## config.mk

```make
export PLATFORM = sky130hd
export DESIGN_NAME = als_core
export DESIGN_NICKNAME = d
export VERILOG_FILES = /design/src/hw/als_pkg.sv /design/src/hw/als_stream_if.sv /design/src/hw/als_buffer.sv /design/src/hw/als_core.sv
export SDC_FILE = /design/constraint.sdc
export NUM_CORES = 2
export LEC_CHECK = 0
export ABC_AREA = 1
export BUFFER_PORTS_ARGS = -buffer_cell sky130_fd_sc_hd__buf_2
export CAP_MARGIN = 30
export CORE_MARGIN = 1
export CORE_UTILIZATION = 45
export CTS_BUF_LIST = sky130_fd_sc_hd__clkbuf_4 sky130_fd_sc_hd__clkbuf_8 sky130_fd_sc_hd__clkbuf_16
export DETAILED_ROUTE_END_ITERATION = 8
export PLACE_DENSITY = 0.59
export SYNTH_ARGS = -nofsm -noshare
export SYNTH_HDL_FRONTEND = slang
export SYNTH_HIERARCHICAL = 1
export SYNTH_SLANG_ARGS = --single-unit
```

## constraint.sdc

```tcl
create_clock -name core_clk -period 23.2 [get_ports core_clk]
set_input_delay 1.16 -clock core_clk [delete_from_list [all_inputs] [get_ports core_clk]]
set_output_delay 1.16 -clock core_clk [all_outputs]
set_load 0.02 [all_outputs]
```

## src/hw/als_pkg.sv

```systemverilog
// Constants for the audio-to-light path: register map, reset values,
// filter shifts, gain table and timing figures.
// Assumes a 100 MHz core clock and converter samples at SAMPLE_HZ.
package als_pkg;

    // ------------------------------------------------------------
    // Register map
    // ------------------------------------------------------------
    localparam logic [7:0] ADDR_CTRL_ONE  = 8'h2a;
    localparam logic [7:0] ADDR_CTRL_TWO  = 8'h2b;
    localparam logic [7:0] CTRL_ONE_RESET = 8'h03;
    localparam logic [7:0] CTRL_TWO_RESET = 8'h00;
    localparam logic [7:0] CTRL_TWO_MASK  = 8'h1f;

    // Control one fields
    localparam int GAIN_SEL_LSB    = 5;
    localparam int SYNC_MODE_BIT   = 4;
    localparam int AGC_EN_BIT      = 3;
    localparam int SYNC_EN_BIT     = 2;
    localparam int INPUT_SEL_LSB   = 0;
    // Control two fields
    localparam int AVG_EN_BIT      = 4;
    localparam int MODE_CTRL_LSB   = 2;
    localparam int SPEED_CTRL_LSB  = 0;

    localparam logic [1:0] INPUT_AUDIO = 2'h0;
    localparam logic [1:0] INPUT_NONE  = 2'h3;

    typedef enum logic [1:0] {
        ALS_SPEED_FASTEST = 2'h0,
        ALS_SPEED_FAST    = 2'h1,
        ALS_SPEED_MEDIUM  = 2'h2,
        ALS_SPEED_SLOW    = 2'h3
    } als_speed_t;

    // ------------------------------------------------------------
    // Timing and filter figures
    // ------------------------------------------------------------
    localparam int CLK_HZ          = 100_000_000;
    localparam int SAMPLE_HZ       = 20_000;
    localparam int DC_CORNER_HZ    = 400;
    localparam int SLOW_LIMIT_DHZ  = 38;
    localparam int DC_SHIFT        = $clog2(SAMPLE_HZ / (6 * DC_CORNER_HZ));
    localparam int SLOW_SHIFT      = $clog2((SAMPLE_HZ * 10) / (6 * SLOW_LIMIT_DHZ));
    localparam int SPEED_FAST_SH   = 4;
    localparam int SPEED_MED_SH    = 7;
    localparam int SPEED_FASTEST_SH = 2;

    // One-pole low-pass shifts: wide set up to about 1.7 kHz, narrow to about 830 Hz
    localparam int LPA_SHIFT_WIDE   = 3;
    localparam int LPB_SHIFT_WIDE   = 1;
    localparam int LPA_SHIFT_NARROW = 4;
    localparam int LPB_SHIFT_NARROW = 2;
    localparam int PEAK_DECAY_SH    = 6;

    // Automatic gain
    localparam int          AGC_WINDOW = 1024;
    localparam logic [15:0] AGC_HIGH   = 16'h7000;
    localparam logic [15:0] AGC_LOW    = 16'h2000;
    localparam logic [2:0]  GAIN_MAX   = 3'h7;

    // Gain per 3 dB step, unsigned with four fraction bits
    localparam logic [7:0] GAIN_TABLE [8] = '{8'h10, 8'h17, 8'h20, 8'h2d,
                                              8'h40, 8'h5a, 8'h80, 8'hb5};
    // Light curve on the top four bits of a level
    localparam logic [7:0] LIGHT_LUT [16] = '{8'h00, 8'h02, 8'h05, 8'h09,
                                              8'h0e, 8'h15, 8'h1d, 8'h27,
                                              8'h33, 8'h41, 8'h51, 8'h63,
                                              8'h78, 8'h8f, 8'hb4, 8'hff};
    localparam logic [7:0] PWM_LAST = 8'hff;

endpackage : als_pkg

```

## src/hw/als_stream_if.sv

```systemverilog
// Valid/ready stream carrying packed duty words between the path
// and its buffer. Both ends run on the same clock.
interface als_stream_if #(parameter int W = 24) ();
    logic         valid;
    logic         ready;
    logic [W-1:0] data;

    modport source (output valid, output data, input ready);
    modport sink   (input valid, input data, output ready);
endinterface : als_stream_if

```

## src/hw/als_buffer.sv

```systemverilog
// Two-entry buffer with valid and ready on both sides.
// Assumes one clock; a stall on the drain side fills it.
module als_buffer #(
    parameter int W     = 24,
    parameter int DEPTH = 2
) (
    input  wire logic    core_clk,
    input  wire logic    reset_n,
    als_stream_if.sink   fill,
    als_stream_if.source drain
);
    localparam int AW = (DEPTH > 1) ? $clog2(DEPTH) : 1;

    if (DEPTH < 2 || (DEPTH & (DEPTH - 1)) != 0) begin : g_bad_depth
        $error("DEPTH must be a power of two of at least two");
    end

    logic [W-1:0] mem_q [DEPTH];
    logic [AW:0]  wr_q;
    logic [AW:0]  rd_q;
    wire          full   = (wr_q[AW] != rd_q[AW]) && (wr_q[AW-1:0] == rd_q[AW-1:0]);
    wire          empty  = (wr_q == rd_q);
    wire          push   = fill.valid && !full;
    wire          pop    = drain.ready && !empty;

    assign fill.ready  = !full;
    assign drain.valid = !empty;
    assign drain.data  = mem_q[rd_q[AW-1:0]];

    always_ff @(posedge core_clk or negedge reset_n) begin
        if (!reset_n) begin
            wr_q <= '0;
            rd_q <= '0;
        end else begin
            if (push)
                wr_q <= wr_q + 1'b1;
            if (pop)
                rd_q <= rd_q + 1'b1;
        end
    end

    always_ff @(posedge core_clk) begin
        if (push)
            mem_q[wr_q[AW-1:0]] <= fill.data;
    end
endmodule : als_buffer

```

## src/hw/als_core.sv

```systemverilog
// Audio-to-light path: DC removal, gain, band split, peak, curve,
// integrators and PWM for the red, green and blue drivers.
// Assumes samples from an on-chip converter on core_clk.
module als_core
    import als_pkg::*;
#(
    parameter int SAMPLE_W = 12
) (
    input  wire logic                core_clk,
    input  wire logic                reset_n,
    input  wire logic [7:0]          reg_addr,
    input  wire logic                reg_wr,
    input  wire logic [7:0]          reg_wdata,
    output logic      [7:0]          reg_rdata,
    output logic      [1:0]          adc_input_sel,
    input  wire logic                sample_valid,
    input  wire logic [SAMPLE_W-1:0] sample_data,
    output logic                     sample_ready,
    output logic                     averaging_active,
    output logic                     audio_drive_active,
    output logic                     red_pwm,
    output logic                     green_pwm,
    output logic                     blue_pwm,
    output logic      [7:0]          red_duty,
    output logic      [7:0]          green_duty,
    output logic      [7:0]          blue_duty
);
    if (SAMPLE_W < 4 || SAMPLE_W > 16) begin : g_bad_width
        $error("SAMPLE_W must lie in 4..16");
    end

    // ------------------------------------------------------------
    // Control registers
    // ------------------------------------------------------------
    logic [7:0] ctrl_one_q;
    logic [7:0] ctrl_two_q;

    always_ff @(posedge core_clk or negedge reset_n) begin
        if (!reset_n) begin
            ctrl_one_q <= CTRL_ONE_RESET;
            ctrl_two_q <= CTRL_TWO_RESET;
        end else if (reg_wr) begin
            if (reg_addr == ADDR_CTRL_ONE)
                ctrl_one_q <= reg_wdata;
            if (reg_addr == ADDR_CTRL_TWO)
                ctrl_two_q <= reg_wdata & CTRL_TWO_MASK;
        end
    end

    wire [2:0] gain_sel   = ctrl_one_q[GAIN_SEL_LSB +: 3];
    wire       freq_mode  = ctrl_one_q[SYNC_MODE_BIT];
    wire       agc_en     = ctrl_one_q[AGC_EN_BIT];
    wire       sync_en    = ctrl_one_q[SYNC_EN_BIT];
    wire [1:0] input_sel  = ctrl_one_q[INPUT_SEL_LSB +: 2];
    wire       avg_en     = ctrl_two_q[AVG_EN_BIT];
    wire [1:0] mode_ctrl  = ctrl_two_q[MODE_CTRL_LSB +: 2];
    wire [1:0] speed_ctrl = ctrl_two_q[SPEED_CTRL_LSB +: 2];

    wire       rd_one  = (reg_addr == ADDR_CTRL_ONE);
    wire       rd_two  = (reg_addr == ADDR_CTRL_TWO);
    assign reg_rdata = rd_one ? ctrl_one_q : (rd_two ? ctrl_two_q : 8'h00);

    assign adc_input_sel    = input_sel;
    assign averaging_active = avg_en && !sync_en;
    wire   path_on          = sync_en && (input_sel == INPUT_AUDIO);
    assign audio_drive_active = sync_en;

    // ------------------------------------------------------------
    // Stream to the duty buffer
    // ------------------------------------------------------------
    als_stream_if #(.W(24)) to_buf ();
    als_stream_if #(.W(24)) from_buf ();

    als_buffer #(.W(24), .DEPTH(2)) u_buffer (
        .core_clk (core_clk),
        .reset_n  (reset_n),
        .fill     (to_buf.sink),
        .drain    (from_buf.source)
    );

    wire s_fire  = sample_valid && path_on && to_buf.ready;
    assign sample_ready = !path_on || to_buf.ready;

    // ------------------------------------------------------------
    // DC remover and gain
    // ------------------------------------------------------------
    function automatic logic signed [15:0] sat16(input logic signed [23:0] v);
        if (v > 24'sh007fff)
            sat16 = 16'sh7fff;
        else if (v < -24'sh008000)
            sat16 = -16'sh8000;
        else
            sat16 = v[15:0];
    endfunction : sat16

    function automatic logic [15:0] mag16(input logic signed [15:0] v);
        mag16 = v[15] ? 16'(-v) : v;
    endfunction : mag16

    logic signed [15:0] dc_q;
    logic        [2:0]  gain_q;
    wire  signed [15:0] x_in   = 16'(signed'(sample_data)) <<< (16 - SAMPLE_W);
    wire  signed [15:0] hp     = sat16(24'(x_in) - 24'(dc_q));
    wire  signed [15:0] dc_d   = dc_q + (hp >>> DC_SHIFT);
    wire  signed [23:0] prod   = 24'(hp) * $signed({1'b0, GAIN_TABLE[gain_q]});
    wire  signed [15:0] gained = sat16(prod >>> 4);
    wire         [15:0] g_mag  = mag16(gained);

    // ------------------------------------------------------------
    // Automatic gain
    // ------------------------------------------------------------
    logic [$clog2(AGC_WINDOW)-1:0] agc_cnt_q;
    logic [15:0]                   agc_max_q;
    wire  agc_run  = agc_en && sync_en;
    wire  agc_end  = (agc_cnt_q == '1);
    wire  agc_down = agc_max_q >= AGC_HIGH && gain_q != 3'h0;
    wire  agc_up   = agc_max_q < AGC_LOW && gain_q != GAIN_MAX;

    always_ff @(posedge core_clk or negedge reset_n) begin
        if (!reset_n) begin
            gain_q    <= 3'h0;
            agc_cnt_q <= '0;
            agc_max_q <= 16'h0000;
        end else if (!agc_run) begin
            gain_q    <= gain_sel;
            agc_cnt_q <= '0;
            agc_max_q <= 16'h0000;
        end else if (s_fire) begin
            agc_cnt_q <= agc_cnt_q + 1'b1;
            agc_max_q <= agc_end ? 16'h0000 : ((g_mag > agc_max_q) ? g_mag : agc_max_q);
            if (agc_end && agc_down)
                gain_q <= gain_q - 3'h1;
            else if (agc_end && agc_up)
                gain_q <= gain_q + 3'h1;
        end
    end

    // ------------------------------------------------------------
    // Three-band filter and peak detector
    // ------------------------------------------------------------
    logic signed [15:0] lpa_q;
    logic signed [15:0] lpb_q;
    wire  narrow  = (mode_ctrl == 2'h1);
    // Differences kept wide: a 16-bit wrap would flip a band's sign
    wire  signed [16:0] lpa_err = 17'(gained) - 17'(lpa_q);
    wire  signed [16:0] lpb_err = 17'(gained) - 17'(lpb_q);
    wire  signed [15:0] lpa_d = lpa_q + 16'(lpa_err >>> (narrow ? LPA_SHIFT_NARROW : LPA_SHIFT_WIDE));
    wire  signed [15:0] lpb_d = lpb_q + 16'(lpb_err >>> (narrow ? LPB_SHIFT_NARROW : LPB_SHIFT_WIDE));
    wire  signed [15:0] band_low  = lpa_q;
    wire  signed [15:0] band_mid  = sat16(24'(lpb_q) - 24'(lpa_q));
    wire  signed [15:0] band_high = sat16(24'(gained) - 24'(lpb_q));

    logic [15:0] ch_mag [3];
    logic [15:0] peak_q [3];
    logic [15:0] peak_d [3];
    logic [7:0]  lut_v  [3];

    always_comb begin
        ch_mag[0] = freq_mode ? mag16(band_low) : g_mag;
        ch_mag[1] = mag16(band_mid);
        ch_mag[2] = mag16(band_high);
        for (int i = 0; i < 3; i++) begin
            peak_d[i] = peak_q[i] - (peak_q[i] >> PEAK_DECAY_SH);
            if (ch_mag[i] > peak_d[i])
                peak_d[i] = ch_mag[i];
            lut_v[i] = LIGHT_LUT[peak_q[i][15:12]];
        end
    end

    always_ff @(posedge core_clk or negedge reset_n) begin
        if (!reset_n) begin
            dc_q  <= 16'sh0000;
            lpa_q <= 16'sh0000;
            lpb_q <= 16'sh0000;
            for (int i = 0; i < 3; i++)
                peak_q[i] <= 16'h0000;
        end else if (s_fire) begin
            dc_q  <= dc_d;
            lpa_q <= lpa_d;
            lpb_q <= lpb_d;
            for (int i = 0; i < 3; i++)
                peak_q[i] <= peak_d[i];
        end
    end

    // ------------------------------------------------------------
    // Mode selector
    // ------------------------------------------------------------
    logic [7:0] tgt_r;
    logic [7:0] tgt_g;
    logic [7:0] tgt_b;

    always_comb begin
        if (freq_mode) begin
            tgt_r = lut_v[0];
            tgt_b = lut_v[1];
            tgt_g = lut_v[2];
        end else begin
            case (mode_ctrl)
                2'h1: begin
                    tgt_r = lut_v[0];
                    tgt_g = lut_v[0] >> 2;
                    tgt_b = 8'h00;
                end
                2'h2: begin
                    tgt_r = lut_v[0];
                    tgt_g = lut_v[0] >> 1;
                    tgt_b = ~lut_v[0];
                end
                default: begin
                    tgt_r = lut_v[0];
                    tgt_g = lut_v[0];
                    tgt_b = lut_v[0] >> 1;
                end
            endcase
        end
    end

    // ------------------------------------------------------------
    // Integrators
    // ------------------------------------------------------------
    logic [4:0] speed_sh;
    always_comb begin
        case (als_speed_t'(speed_ctrl))
            ALS_SPEED_FASTEST: speed_sh = 5'(SPEED_FASTEST_SH);
            ALS_SPEED_FAST:    speed_sh = 5'(SPEED_FAST_SH);
            ALS_SPEED_MEDIUM:  speed_sh = 5'(SPEED_MED_SH);
            ALS_SPEED_SLOW:    speed_sh = 5'(SLOW_SHIFT);
            default:           speed_sh = 5'(SPEED_FASTEST_SH);
        endcase
    end

    logic signed [17:0] integ_q [3];
    logic signed [17:0] integ_d [3];
    logic        [7:0]  tgt     [3];

    always_comb begin
        tgt[0] = tgt_r;
        tgt[1] = tgt_g;
        tgt[2] = tgt_b;
        for (int i = 0; i < 3; i++)
            integ_d[i] = integ_q[i] + (($signed({2'b00, tgt[i], 8'h00}) - integ_q[i]) >>> speed_sh);
    end

    always_ff @(posedge core_clk or negedge reset_n) begin
        if (!reset_n) begin
            for (int i = 0; i < 3; i++)
                integ_q[i] <= 18'sh00000;
        end else if (s_fire) begin
            for (int i = 0; i < 3; i++)
                integ_q[i] <= integ_d[i];
        end
    end

    assign to_buf.valid = s_fire;
    assign to_buf.data  = {integ_d[0][15:8], integ_d[1][15:8], integ_d[2][15:8]};

    // ------------------------------------------------------------
    // PWM generator
    // ------------------------------------------------------------
    logic [7:0] pwm_cnt_q;
    logic [7:0] duty_r_q;
    logic [7:0] duty_g_q;
    logic [7:0] duty_b_q;
    logic       pwm_r_q;
    logic       pwm_g_q;
    logic       pwm_b_q;
    wire        period_end = (pwm_cnt_q == PWM_LAST);
    assign from_buf.ready = period_end && sync_en;

    always_ff @(posedge core_clk or negedge reset_n) begin
        if (!reset_n) begin
            pwm_cnt_q <= 8'h00;
            duty_r_q  <= 8'h00;
            duty_g_q  <= 8'h00;
            duty_b_q  <= 8'h00;
            pwm_r_q   <= 1'b0;
            pwm_g_q   <= 1'b0;
            pwm_b_q   <= 1'b0;
        end else begin
            pwm_cnt_q <= pwm_cnt_q + 8'h01;
            if (from_buf.ready && from_buf.valid) begin
                duty_r_q <= from_buf.data[23:16];
                duty_g_q <= from_buf.data[15:8];
                duty_b_q <= from_buf.data[7:0];
            end
            pwm_r_q <= sync_en && (pwm_cnt_q < duty_r_q);
            pwm_g_q <= sync_en && (pwm_cnt_q < duty_g_q);
            pwm_b_q <= sync_en && (pwm_cnt_q < duty_b_q);
        end
    end

    assign red_pwm     = pwm_r_q;
    assign green_pwm   = pwm_g_q;
    assign blue_pwm    = pwm_b_q;
    assign red_duty    = duty_r_q;
    assign green_duty  = duty_g_q;
    assign blue_duty   = duty_b_q;
endmodule : als_core

```

* Word level (Yosys, flattened, before mapping) *
Memories as Yosys holds them, arrays and structs flattened. A register that Yosys moved wholly into a read port is not among the register bits.
Cells that the tools add are included.

storage, ports and cells
  register bits = 207
  RAM bits = 48
  bits in read-only memories = 448
  output and inout bits = 40
  word-level logic and storage cells = 174
  memories = 5

cells by class
  $add $sub $neg = 27
  multipliers = 1
  $lt $le $gt $ge = 21
  equality and inequality tests = 16
  shift-type cells = 5
  muxes and demuxes = 45
  bitwise logic cells = 5
  reduce and logical (&&, ||, !) cells = 29

memories
  memory            words  bits a word  read ports  clocked after memory_dff  wr ports  line              RTL
  (name not given)  16     8            1           0                         0         als_core.sv:166   lut_v[i] = LIGHT_LUT[peak_q[i][15:12]];
  (name not given)  16     8            1           0                         0         als_core.sv:166
  (name not given)  16     8            1           0                         0         als_core.sv:166
  (name not given)  8      8            1           0                         0         als_core.sv:105   wire signed [23:0] prod = 24'(hp) * $signed({1'b0, GAIN_TABLE[gain_q]});
  u_buffer.mem_q    2      24           1           1                         1         als_buffer.sv:18  logic [W-1:0] mem_q [DEPTH];

operators by type and width
  kind                                                                                    number
  16-bit 2-to-1 mux                                                                       20
  8-bit 2-to-1 mux                                                                        11
  16-bit by 16-bit subtractor with 17-bit output                                          5
  16-bit > comparator                                                                     4
  16-bit negation                                                                         4
  18-bit adder                                                                            3
  18-bit by 5-bit >>> shifter with 18-bit output                                          3
  17-bit by 18-bit subtractor with 18-bit output                                          3
  17-bit by 16-bit > comparator with 1-bit output (second input constant)                 3
  17-bit by 16-bit < comparator with 1-bit output (second input constant)                 3
  16-bit by 10-bit subtractor with 16-bit output                                          3
  16-bit adder                                                                            2
  8-bit one-hot mux with 2 select lines                                                   2
  8-bit < comparator                                                                      3
  16-bit by 9-bit multiplier with 24-bit output                                           1
  20-bit by 16-bit > comparator with 1-bit output (second input constant)                 1
  20-bit by 16-bit < comparator with 1-bit output (second input constant)                 1
  10-bit 2-to-1 mux                                                                       2
  5-bit one-hot mux with 4 select lines                                                   1
  17-bit by 2-bit >>> shifter with 16-bit output                                          1
  17-bit by 3-bit >>> shifter with 16-bit output                                          1
  16-bit by 13-bit adder with 16-bit output                                               1
  8-bit by 6-bit == test with 1-bit output (second input constant)                        2
  16-bit by 15-bit greater-or-equal comparator with 1-bit output (second input constant)  1
  31 further kinds                                                                        68

* Depth between registers and ports, before layout *
  word-level depth = 16
  mapped depth = 88
  depth with buffers taken out = 87

* Hierarchy *
Netlist, hierarchy kept.

modules (own cells, without submodules)
  module      instances  cells each  area an instance (µm²)  seq. area each (µm²)
  als_core    1          4502        30439.2                 5683.0
  als_buffer  1          162         2024.4                  1541.5

* Worst setup path before layout *
OpenSTA, ideal clock, no wires.

  path kind = input -> register
  start point = input port sample_data[1]
  end point = register peak_q[2] (netlist bit)
  setup time = 0.123 ns
  arrival time = 11.463 ns
  required time = 23.077 ns
  slack = 11.614 ns
  stages = 71
  path buffers = 5
  path through = ha_1 inv_1 o21ai_0 a21oi_1 nand2_1 nand2_1 nand2_1 a21oi_1 nor2_1 o21ai_1 nand2_1 nand2_1 a21oi_2 nand2_1 nand2_1 nand2_2 clkinv_1 nand2_2 [... 35 more ...] buf_2 o21ai_0 ha_1 nand2_1 o21ai_1 nand2_1 xnor2_1 inv_1 ha_1 nand2_1 inv_1 nand3_1 or4_1 o21ai_1 clkbuf_1 a21oi_1 o21ai_0 nand2_1

between the ends
  longest elaborated chain between the ends = 16
  elaborated cells on any way between the ends = 19
  classes of those cells = add/sub (3); mul (1); order compare (7); mux (8)

RTL lines
  item                                                line             RTL
  start: declaration                                  als_core.sv:17   input wire logic [SAMPLE_W-1:0] sample_data,
  16-bit by 16-bit subtractor with 17-bit output (*)  als_core.sv:103  wire signed [15:0] hp = sat16(24'(x_in) - 24'(dc_q));
  17-bit by 16-bit < comparator with 1-bit output     als_core.sv:90   else if (v < -24'sh008000)
  16-bit 2-to-1 mux                                   als_core.sv:90
  16-bit 2-to-1 mux (*)                               als_core.sv:88   if (v > 24'sh007fff)
  16-bit by 9-bit multiplier with 24-bit output (*)   als_core.sv:105
  20-bit by 16-bit < comparator with 1-bit output     als_core.sv:90
  16-bit 2-to-1 mux                                   als_core.sv:90
  16-bit 2-to-1 mux (*)                               als_core.sv:88
  16-bit by 16-bit subtractor with 17-bit output (*)  als_core.sv:151  wire signed [15:0] band_high = sat16(24'(gained) - 24'(lpb_q));
  17-bit by 16-bit < comparator with 1-bit output     als_core.sv:90
  16-bit 2-to-1 mux                                   als_core.sv:90
  16-bit 2-to-1 mux (*)                               als_core.sv:88
  16-bit negation                                     als_core.sv:97   mag16 = v[15] ? 16'(-v) : v;
  16-bit 2-to-1 mux (*)                               als_core.sv:97
  16-bit > comparator                                 als_core.sv:164  if (ch_mag[i] > peak_d[i])
  16-bit 2-to-1 mux (*)                               als_core.sv:164
  end signal: indexed assignment                      als_core.sv:182  peak_q[i] <= peak_d[i];
  end: declaration                                    als_core.sv:154  logic [15:0] peak_q [3];

Every way passes the cells marked *; elsewhere a longest branch is shown, timed or not.
A chain may end at the register's enable or synchronous reset.

* Worst setup path after layout *
  start point = input port sample_data[1]
  end point = register peak_q[15] (netlist bit)

The elaborated chain is that of the path after synthesis.

==> impl_metrics.env <==
export IMPL_outcome="finished, violations left"
export IMPL_violations="design-rule violations"
export IMPL_area_contributors_post_synth="sky130_fd_sc_hd__dfrtp_1 18%, sky130_fd_sc_hd__ha_1 14%, sky130_fd_sc_hd__nand2_1 13%, sky130_fd_sc_hd__inv_1 8.2%, sky130_fd_sc_hd__fa_1 6.8%"
export IMPL_timing_slew_headroom=0.324
export IMPL_postSynthCellCount=4664
export IMPL_cts_tree="built"
export IMPL_finalSetupTns_ns=0
export IMPL_synth_ff_latch_count=279
export IMPL_syn_cell_area_um2=32500
export IMPL_use_met3=0.0225
export IMPL_critical_path_buf_inv_count=18
export IMPL_yosysSeqAreaShare=0.223
export IMPL_timing_final_hold_violations=0
export IMPL_cell_type_with_the_highest_occurrence_count_on_the_critical_path="sky130_fd_sc_hd__nand2_1"
export IMPL_maxClockFrequency_ghz=0.0766
export IMPL_drtAntennaViolNets=0
export IMPL_synth_cell_types=64
export IMPL_timing_critical_path_slowest_stage_cell="sky130_fd_sc_hd__fa_1"
export IMPL_asyncSetResetFlopFracSynth=0.828
export IMPL_multi_input_logic_area_um2=22000
export IMPL_finalClockSkew_ns=0.0303
export IMPL_critPathMaxStageDelay_ns=0.55
export IMPL_drt_vias_per_instance=5.18
export IMPL_worst_hold_slack_ns=0.486
export IMPL_post_dp_hpwl_um=72200
export IMPL_critPathCaptureType="flop"
export IMPL_post_detailed_routing_wire_length_um=90000
export IMPL_clockRootBuffer="sky130_fd_sc_hd__clkbuf_16"
export IMPL_final_period_minus_worst_setup_slack_ns=13.06
export IMPL_synth_largest_area_cell="sky130_fd_sc_hd__dfrtp_1"
export IMPL_postCtsResizedCells=0
export IMPL_io_buffers=71
export IMPL_synth_top_cell_area_share=0.177
export IMPL_detail_route_wl_per_cell_um=15.9
export IMPL_htree_levels=2
export IMPL_ys_dominant_reg_cell="sky130_fd_sc_hd__dfrtp_1"
export IMPL_setup_viol=0
export IMPL_grt_first_pass_wirelength_um=150000
export IMPL_grt_use_met1=0.330
export IMPL_cts_path_max_buffers=3
export IMPL_cpLargestDelayFamily="adder cells"
export IMPL_design_die_area_um2=73200
export IMPL_synth_enable_flop_cells=48
export IMPL_first_global_vias=28682
export IMPL_fp_coreArea_um2=71500
export IMPL_min_period_over_period=0.563
export IMPL_final_nets=5191
export IMPL_floorplan_io_pins=72
export IMPL_grt_remaining_overflow=0
export IMPL_maxCapViolations=0
export IMPL_synthesis_area_per_instance_um2=6.96
export IMPL_cts_sink_count=279
export IMPL_seqCellArea_um2=7220
export IMPL_crit_required_ns=23.62
export IMPL_grt_start_max_net_pins=89
export IMPL_drt_drc_violations_left=1
export IMPL_filler_cell_count=7328
export IMPL_met2_usage=0.443
export IMPL_post_route_cells_drive_above_1_share=0.0590
export IMPL_clkSlewWorstSetupHoldPaths_ns=0.05
export IMPL_timing_setup_critical_path_class="in2reg"
export IMPL_gpl_final_weighted_congestion=0.942
export IMPL_arrival_ns=13.47
export IMPL_cts_buffers_inserted=39
export IMPL_worst_setup_path_start_kind="input port"
export IMPL_timing_worst_slew_pin_value_ns=1.01
export IMPL_hp_class="reg2reg"
export IMPL_clock_insertion_delay_worst_skew_ns=0.58
export IMPL_fp_dieH_um=271
export IMPL_mappedNetlistNets=5176
export IMPL_syn_to_final_growth_pct=8.04
export IMPL_grt_setup_unrepaired="no"
export IMPL_antenna_found_initial=0
export IMPL_postCtsSetupRepairBufs=0
export IMPL_dr_pass1_iters=9
export IMPL_core_rowCount=98
export IMPL_globalRouteTotalUtil=0.250
export IMPL_cts_hold_buf=0
export IMPL_timing_critical_path_fanout_max=21
export IMPL_maxSlewViolCount=0
export IMPL_synth_warn=6
export IMPL_dr_first_iter_drc_count=1670
export IMPL_initial_core_util=0.454
export IMPL_grt_most_used_layer="met2"
export IMPL_floorplan_die_width_um=271
export IMPL_diodes=0
export IMPL_vias_after_detailed_routing=29290
[metrics by stage]
stage,area (µm²),setup slack [ns],instances,util
finish,35100,10.14,5659,0.491
global route,35100,9.03,5659,0.491
CTS,35100,10.28,5659,0.491
detailed placement,33800,9.70,5588,0.472
global placement,33700,10.00,5584,0.471
floorplan,32500,11.61,4664,-
[routing by layer]
metal / vias up / share of wire
li1: 15158 / -
met1: 13607 / 0.47
met2: 433 / 0.48
met3: 92 / 0.032
met4: 0 / 0.020
met5: - / 0
[cells by family (layout without fill, tap and decap cells)]
kind of cell / Yosys count / in the layout / synth area share
muxes: 8 / 8 / 0.00258
DFF: 279 / 279 / 0.223
and+or+nand+nor: 1865 / 1865 / 0.239
AOI/OAI and AO/OA: 917 / 917 / 0.154
buffers and inverters: 853 / 898 / 0.100
adders and majority gates: 480 / 480 / 0.211
xor gates and xnor gates: 262 / 262 / 0.0707
[cell usage after synthesis (all sizes together), types with 4 or more instances]
library cell	count
xor2	179
o21ai	420
nand2	1191
buf	25
dfrtp	229
nor4	8
a21o	4
a211oi	14
o221a	4
ha	369
nand3b	10
fa	111
inv	719
clkbuf	99
a21oi	344
clkinv	10
o21a	5
o21bai	24
nand4	33
nand3	223
nor2	315
o31ai	8
and2	9
o22ai	35
o211ai	17
mux2i	5
a31oi	17
or2	26
xnor2	83
a21boi	5
nor3	47
edfxtp	48
[placed cells by master (no fill, tap or decap), types with 41 or more instances in the layout]
cell type,n
sky130_fd_sc_hd__nand2_1,1157
sky130_fd_sc_hd__inv_1,708
sky130_fd_sc_hd__o21ai_0,375
sky130_fd_sc_hd__ha_1,368
sky130_fd_sc_hd__a21oi_1,339
sky130_fd_sc_hd__nor2_1,306
sky130_fd_sc_hd__dfrtp_1,229
sky130_fd_sc_hd__nand3_1,221
sky130_fd_sc_hd__xor2_1,178
sky130_fd_sc_hd__fa_1,111
sky130_fd_sc_hd__xnor2_1,83
sky130_fd_sc_hd__buf_2,72
sky130_fd_sc_hd__edfxtp_1,48
sky130_fd_sc_hd__nor3_1,41
[final cells by class]
cell class,instances,area share
inverters,729,0.0782
clock inverters,20,0.00564
repair buffers,98,0.0172
well taps,950,0.0339
multi-input cells,3532,0.627
flip-flops and latches,279,0.206
clock buffers,51,0.0316
[state kept, by name, summed over array words and instances, names as in the netlist]
signal	cells
integ_q	54
peak_q	48
u_buffer/mem_q	48
agc_max_q	16
band_low	16
dc_q	16
lpb_q	16
agc_cnt_q	10
blue_duty	8
ctrl_one_q	8
green_duty	8
pwm_cnt_q	8
red_duty	8
ctrl_two_q	5
gain_q	3
u_buffer/rd_q	2
u_buffer/wr_q	2
blue_pwm	1
green_pwm	1
red_pwm	1
[path summary, 6_finish.rpt]
path                           startpoint     endpoint  slack (ns)  cells past startpoint
hold reg to reg                  dc_q[15]     dc_q[15]        0.49                      1
max in group asynchronous         reset_n  band_low[3]       21.36                      2
hold / removal                   dc_q[15]     dc_q[15]        0.49                      1
setup reg to reg                  dc_q[6]   peak_q[15]       10.33                     73
setup / recovery           sample_data[1]   peak_q[15]       10.14                     73
min in group asynchronous         reset_n  integ_q[34]        0.51                      1
Power is left out: the tool's default activity adds up to more than one toggle a clock period on the data nets, which glitch-free logic cannot reach.
